==> src/hw/mgmt_bits_pkg.sv <==
// Constants for the management register bit-behaviour bank.
// Assumes a management frame engine outside that delivers decoded read and write strobes.
package mgmt_bits_pkg;

  // ==========================================================================
  // Bus widths
  localparam int ADDR_W = 5;
  localparam int DATA_W = 16;

  // ==========================================================================
  // Register addresses
  localparam logic [ADDR_W-1:0] CFG_ADDR = 5'h00;
  localparam logic [ADDR_W-1:0] STAT_ADDR = 5'h01;
  localparam logic [ADDR_W-1:0] EXT_ADDR = 5'h10;

  // ==========================================================================
  // Field positions in the configuration register
  localparam int CFG_TRIG_BIT = 15;
  localparam int CFG_RW_HI = 14;
  localparam int CFG_RW_LO = 8;
  localparam int CFG_STRAP_BIT = 7;

  // ==========================================================================
  // Field positions in the status register
  localparam int STAT_LH_BIT = 15;
  localparam int STAT_LL_BIT = 14;
  localparam int STAT_MAX_HI = 13;
  localparam int STAT_MAX_LO = 11;

  // ==========================================================================
  // Field positions in the extended register
  localparam int EXT_OVR_EN_BIT = 15;
  localparam int EXT_CW_HI = 14;
  localparam int EXT_CW_LO = 12;
  localparam int EXT_W0_BIT = 11;

  // ==========================================================================
  // Field widths and reset values
  localparam int RW_W = CFG_RW_HI - CFG_RW_LO + 1;
  localparam int MAX_W = STAT_MAX_HI - STAT_MAX_LO + 1;
  localparam int CW_W = EXT_CW_HI - EXT_CW_LO + 1;
  localparam logic TRIG_RST = 1'h0;
  localparam logic [RW_W-1:0] RW_RST = 7'h00;
  localparam logic LH_RST = 1'h0;
  localparam logic LL_RST = 1'h1;
  localparam logic [MAX_W-1:0] MAX_RST = 3'h0;
  localparam logic OVR_EN_RST = 1'h0;
  localparam logic [CW_W-1:0] CW_RST = 3'h0;
  localparam logic W0_RST = 1'h0;
  localparam logic [DATA_W-1:0] RDATA_RST = 16'h0000;
  localparam logic [DATA_W-1:0] RESERVED_VAL = 16'h0000;

endpackage

==> src/hw/mgmt_bit_bank.sv <==
// Management register bank showing each special bit behaviour of a transceiver.
// Assumes strobes from a management frame engine, one cycle each, synchronous to core_clk_i.
`timescale 1ns/1ps

// Operation
// [RULE_01] Every register bit with a default is loaded with it whenever reset is applied.
// [RULE_02] Defaults are none, zero, one, or a pin level captured while reset is held.
// [RULE_03] The host leaves reserved bits at their defaults; they read zero and ignore writes.
// [RULE_04] The latch-high bit sets on its monitored signal and holds until reset or a read.
// [RULE_05] A read of the latch-high bit reloads it with the live signal level.
// [RULE_06] The latch-low bit clears on its active-low signal and holds until reset or a read.
// [RULE_07] A read of the latch-low bit reloads it with the live signal level.
// [RULE_08] The latch-max field captures the tracked state only when it exceeds the held value.
// [RULE_09] A read of the latch-max field reloads it with the live state value.
// [RULE_10] The self-clear bit resets to zero and a written one starts its function.
// [RULE_11] The self-clear bit drops to zero on its own when the function finishes.
// [RULE_12] Override-write bits change only while the enable is set; the next write clears it.
// [RULE_13] Read-only bits ignore writes and read/write bits take any written value.
// [RULE_14] The write-zero-only bit accepts a written zero and ignores a written one.
// [RULE_15] A completed read frame gives a per-register read strobe that reloads latching bits.
module mgmt_bit_bank
  import mgmt_bits_pkg::*;
(
  input wire logic core_clk_i,                // Core clock, 10 MHz.
  input wire logic rstn_i,                    // Synchronous reset, active low.
  input wire logic [ADDR_W-1:0] reg_addr_i,   // Register address of the frame.
  input wire logic wr_stb_i,                  // Completed write frame, one-cycle pulse.
  input wire logic [DATA_W-1:0] wr_data_i,    // Write data of the frame.
  input wire logic rd_stb_i,                  // Completed read frame, one-cycle pulse.
  input wire logic strap_i,                   // Strap pin captured at reset.
  input wire logic event_hi_i,                // Monitored active-high event.
  input wire logic event_lo_n_i,              // Monitored active-low event.
  input wire logic [MAX_W-1:0] sm_state_i,    // Tracked state machine value.
  input wire logic func_done_i,               // Triggered function finished.
  input wire logic fault_i,                   // Sets the write-zero-only bit.
  output logic [DATA_W-1:0] rd_data_o,        // Read data of the last read.
  output logic rd_valid_o,                    // Read data valid, one-cycle pulse.
  output logic func_start_o,                  // Starts the triggered function, pulse.
  output logic func_busy_o,                   // Self-clear bit, function running.
  output logic [RW_W-1:0] rw_field_o,         // Plain read/write control field.
  output logic [CW_W-1:0] cw_field_o,         // Override-write control field.
  output logic strap_o                        // Strap value held since reset.
);

  // ==========================================================================
  // State
  typedef struct packed {
    logic trig;
    logic [RW_W-1:0] rw;
    logic strap;
    logic lh;
    logic ll;
    logic [MAX_W-1:0] latch_max_field;
    logic ovr_en;
    logic [CW_W-1:0] cw;
    logic w0;
    logic start;
    logic rvalid;
    logic [DATA_W-1:0] rdata;
  } state_t;

  localparam state_t STATE_RST = '{
    trig: TRIG_RST,
    rw: RW_RST,
    strap: 1'h0,
    lh: LH_RST,
    ll: LL_RST,
    latch_max_field: MAX_RST,
    ovr_en: OVR_EN_RST,
    cw: CW_RST,
    w0: W0_RST,
    start: 1'h0,
    rvalid: 1'h0,
    rdata: RDATA_RST
  };

  state_t q;
  state_t d;
  logic wr_cfg;
  logic wr_ext;
  logic rd_stat;
  logic [RW_W-1:0] wr_rw_field;
  logic [CW_W-1:0] wr_cw_field;

  // ==========================================================================
  // Per-register strobes
  assign wr_cfg = wr_stb_i && (reg_addr_i == CFG_ADDR);
  assign wr_ext = wr_stb_i && (reg_addr_i == EXT_ADDR);
  assign rd_stat = rd_stb_i && (reg_addr_i == STAT_ADDR); // see [RULE_15]
  // Write-data field slices, named so that the checks can look at their past values.
  assign wr_rw_field = wr_data_i[CFG_RW_HI:CFG_RW_LO];
  assign wr_cw_field = wr_data_i[EXT_CW_HI:EXT_CW_LO];

  // ==========================================================================
  // Next state
  always_comb begin
    d = q;
    d.start = 1'b0;
    d.rvalid = rd_stb_i; // see [RULE_15]

    // The reload takes the live level, so an event in the read cycle is kept.
    if (rd_stat) begin
      d.lh = event_hi_i; // see [RULE_05]
      d.ll = event_lo_n_i; // see [RULE_07]
      d.latch_max_field = sm_state_i; // see [RULE_09]
    end else begin
      d.lh = q.lh | event_hi_i; // see [RULE_04]
      d.ll = q.ll & event_lo_n_i; // see [RULE_06]
      if (sm_state_i > q.latch_max_field) begin
        d.latch_max_field = sm_state_i; // see [RULE_08]
      end
    end

    // A new trigger is ignored while the function is still running.
    if (q.trig && func_done_i) begin
      d.trig = 1'b0; // see [RULE_11]
    end
    if (wr_cfg && wr_data_i[CFG_TRIG_BIT] && !q.trig) begin
      d.trig = 1'b1; // see [RULE_10]
      d.start = 1'b1;
    end
    if (wr_cfg) begin
      d.rw = wr_rw_field; // see [RULE_13]
    end

    // Any write consumes the enable; only the write that follows it may change the field.
    if (wr_stb_i) begin
      d.ovr_en = 1'b0; // see [RULE_12]
    end
    if (wr_ext && q.ovr_en) begin
      d.cw = wr_cw_field; // see [RULE_12]
    end
    if (wr_ext && !q.ovr_en && wr_data_i[EXT_OVR_EN_BIT]) begin
      d.ovr_en = 1'b1;
    end

    // A fault in the clearing cycle wins over the host's zero.
    if (wr_ext && !wr_data_i[EXT_W0_BIT]) begin
      d.w0 = 1'b0; // see [RULE_14]
    end
    if (fault_i) begin
      d.w0 = 1'b1;
    end

    // Read data shows the values held before this read; reserved bits read zero.
    if (rd_stb_i) begin
      d.rdata = RESERVED_VAL;
      unique case (reg_addr_i)
        CFG_ADDR: begin
          d.rdata[CFG_TRIG_BIT] = q.trig;
          d.rdata[CFG_RW_HI:CFG_RW_LO] = q.rw;
          d.rdata[CFG_STRAP_BIT] = q.strap;
        end
        STAT_ADDR: begin
          d.rdata[STAT_LH_BIT] = q.lh;
          d.rdata[STAT_LL_BIT] = q.ll;
          d.rdata[STAT_MAX_HI:STAT_MAX_LO] = q.latch_max_field;
        end
        EXT_ADDR: begin
          d.rdata[EXT_OVR_EN_BIT] = q.ovr_en;
          d.rdata[EXT_CW_HI:EXT_CW_LO] = q.cw;
          d.rdata[EXT_W0_BIT] = q.w0;
        end
        default: begin
          d.rdata = RESERVED_VAL;
        end
      endcase
    end
  end

  // ==========================================================================
  // State register
  always_ff @(posedge core_clk_i) begin
    if (!rstn_i) begin
      q <= STATE_RST; // see [RULE_01]
      q.strap <= strap_i; // see [RULE_02]
    end else begin
      q <= d;
    end
  end

  assign rd_data_o = q.rdata;
  assign rd_valid_o = q.rvalid;
  assign func_start_o = q.start;
  assign func_busy_o = q.trig;
  assign rw_field_o = q.rw;
  assign cw_field_o = q.cw;
  assign strap_o = q.strap;
endmodule

==> config.mk <==
export PLATFORM = sky130hd
export DESIGN_NAME = mgmt_bit_bank
export DESIGN_NICKNAME = d
export VERILOG_FILES = /design/src/hw/mgmt_bits_pkg.sv /design/src/hw/mgmt_bit_bank.sv
export SDC_FILE = /design/constraint.sdc
export NUM_CORES = 1
export LEC_CHECK = 0
export ABC_AREA = 1
export BUFFER_PORTS_ARGS = -buffer_cell sky130_fd_sc_hd__buf_2
export CORE_ASPECT_RATIO = 1.75
export CORE_MARGIN = 10
export CORE_UTILIZATION = 48
export DETAILED_ROUTE_END_ITERATION = 7
export GPL_TIMING_DRIVEN = 0
export PLACE_DENSITY = 0.78
export SLEW_MARGIN = 20
export SYNTH_ARGS = -nofsm -noshare
export SYNTH_HDL_FRONTEND = slang
export SYNTH_SLANG_ARGS = --single-unit
==> constraint.sdc <==
create_clock -name core_clk_i -period 1.7 [get_ports core_clk_i]
set_input_delay 0.085 -clock core_clk_i [delete_from_list [all_inputs] [get_ports core_clk_i]]
set_output_delay 0.085 -clock core_clk_i [all_outputs]
set_load 0.02 [all_outputs]
==> flow_metrics.tcl <==
set metrics [dict create \
    cp_max_fo 4 \
    required_ps 1920 \
    finalSetupViolCount 0 \
    cts_buffers 5 \
    io_pins 63 \
    n_antenna_cell 0 \
    grt_first_pass_wirelength_um 6382 \
    yosysMostFrequentCell "dfxtp_1" \
    hold_path.class "in2reg" \
    synth_enable_flop_cells 1 \
    ff_latch_area_um2 610.6 \
    start_kind "register" \
    place_ws_ps 290.7 \
    grt_usage_pct 12.95 \
    clkPwrFrac_pct 35.0 \
    cp-end-kind "register" \
    r2r_slack_ps 280 \
    hold_start "event_hi_i" \
    start_util_pct 49.88 \
    ys.flop_type "dfxtp_1" \
    globalplace.congestion 0.8234 \
    holdPathStages 3 \
    drv_cap 0 \
    fmax_ghz 0.7039 \
    post-dp-hpwl_um 3052 \
    status "finished clean" \
    port_buffers 46 \
    drv_slew 0 \
    dr.pass1.iters 4 \
    grt_max_degree 11 \
    p_per_area_nw_per_um2 832.2 \
    remaining_drc_errors 0 \
    clk_latency_ps 280 \
    synth_area_leaders "dfxtp_1 37%, buf_4 13%, nor2_1 6.4%" \
    rr_endpoint "q[23]" \
    die_w_um 63.43 \
    synthTopCellsByCount "29 x dfxtp_1, 27 x buf_4, 27 x nor2_1, 24 x nand2_1, 15 x nand4_1" \
    cts_root_buf "clkbuf_8" \
    coreArea_um2 3176 \
    p_leak_nw 1.045 \
    cp.arrival_ps 1640 \
    cts_hold_buf 2 \
    cts_setup_buffers 0 \
    design.die.area_um2 6088 \
    clkTransAtPathRegs_ps 60 \
    grt_pass1_vias 1435 \
    syn_to_final_growth_pct 26.38 \
    postSynthAreaPerCell_um2 7.920 \
    fin_setup_tns_ps 0 \
    viasPerCell 4.672 \
    async_reset_ff_share_pct 0 \
    routed_wl_um 3768 \
    nFillCells 319 \
    peakVddDrop_uv 545.8 \
    clockBufferDepth 2 \
    synth-seq-cells 30 \
    die_y_um 96.00 \
    grt-ovfl-total 0 \
    worst_pin_slew_ps 501.1 \
    worstRegToRegCells 9 \
    rsz0062_at_grt "no" \
    htree_levels 2 \
    yosys_warnings 0 \
    fin_nets 297 \
    drt_iter0_markers 24 \
    post-route-period-util_pct 83.57 \
    p_int_mw 1.200 \
    synth_cell_types 27 \
    vias 1425 \
    ys_seq_area_share_pct 38.55 \
    p_seq_share_pct 46.1 \
    hold_end "q[27]" \
    layout_setup_ws_ps 279.3 \
    rows 27 \
    syn_area_um2 1584 \
    clock_skew_ps 7.753 \
    cts.sinks 30 \
    switching_power_mw 0.4658 \
    max-slew-margin-rel_pct 66.59 \
    multi_input_area_um2 691.9 \
    rr_startpoint "q[25]" \
    hold_viol_final 0 \
    p_comb_share_pct 18.9 \
    netSwitchingFraction_pct 27.96 \
    period_needed_ps 1421 \
    synth_cells 200 \
    yosys.area.top_type_share_pct 36.65 \
    crit_type "reg2reg" \
    cts_tree "yes" \
    postRouteAntennaNets 0 \
    cts_resized 0 \
    synth.largest_area_cell "dfxtp_1" \
    wire_per_inst_um 12.35 \
    antenna_found_initial 0 \
    drive_gt1_share_pct 36.26 \
]
## routing by layer
layer,track usage (%),share of wire [%],vias to the layer above
met5,0,0,-
li1,-,-,754
met3,4.302,5.8,7
met2,24.24,53,43
met1,12.45,39,621
met4,6.227,2.1,0
## cells in the final DEF (no fill, tap or decap), types with 6 or more instances in the layout
master,n
dfxtp_1,29
nor2_1,27
nand2_1,24
buf_2,48
a21oi_1,10
nand3_1,13
nand4_1,15
buf_4,27
conb_1,7
clkbuf_8,6
inv_1,12
o21ai_0,6
o21ai_1,8
## power groups by stage
| stage | combinational [mW] | clock [mW] | sequential (mW) |
|---|---|---|---|
| after CTS | 0.318 | 0.588 | 0.768 |
| after detailed placement | 0.313 | 0 | 0.783 |
| after floorplan | 0.229 | 0 | 0.781 |
| after global routing | 0.368 | 0.633 | 0.771 |
| after global placement | 0.305 | 0 | 0.782 |
| final | 0.316 | 0.583 | 0.767 |
## per-stage QoR
stage | utilization, % | hold slack (ps) | instance area, um2 | total power, mW | cells
after global placement | 59.54 | 262.4 | 1891 | 1.087 | 295
after CTS | 63.04 | 10.77 | 2002 | 1.674 | 305
after floorplan | - | 183.9 | 1607 | 1.010 | 206
final | 63.04 | 8.227 | 2002 | 1.666 | 305
after global routing | 63.04 | 23.19 | 2002 | 1.772 | 305
after detailed placement | 59.54 | 273.5 | 1891 | 1.096 | 295
## worst max-delay path, cell delays in order (launching register included)
cell and delay, ps:
dfxtp_1 330, inv_1 60, ha_1 310, a21oi_1 150, o21ai_0 110, nand2_1 130, nand2_1 60, inv_1 90
nor2_1 50, nor2_1 80
## flip-flops by register name, summed over array words and instances, names as in the netlist
register	count
rw_field_o	7
rd_data_o	9
func_start_o	1
rd_valid_o	1
strap_o	1
func_busy_o	1
q	7
cw_field_o	3
## worst max-delay path by stage
stage / from / to / slack, ps / depth (start not counted)
2_1_floorplan: q[25] / q[23] / 440 / 9
3_3_place_gp: q[25] / q[23] / 350 / 9
3_5_place_dp: q[25] / q[23] / 290 / 9
4_1_cts: q[25] / q[23] / 270 / 9
6_report: q[25] / q[23] / 280 / 9
5_1_grt: q[25] / q[23] / 120 / 9
## cell type report
class                      instances  area share [%]
multi-input combinational        128           34.56
clock buffer                       7           4.313
timing repair buffer              48           12.50
sequential                        30           30.50
clock inverter                     1          0.2500
buffer                            34           12.31
inverter                          14           2.875
tap                               43           2.688
## logic make-up after synthesis
group           synth area share (%)
other cells                   0.2367
compound gates                 9.163
buf+inv                        19.19
flops                          38.55
fa+ha+maj                      2.370
simple gates                   30.49
Note: power is estimated with default switching activity, not from simulation.
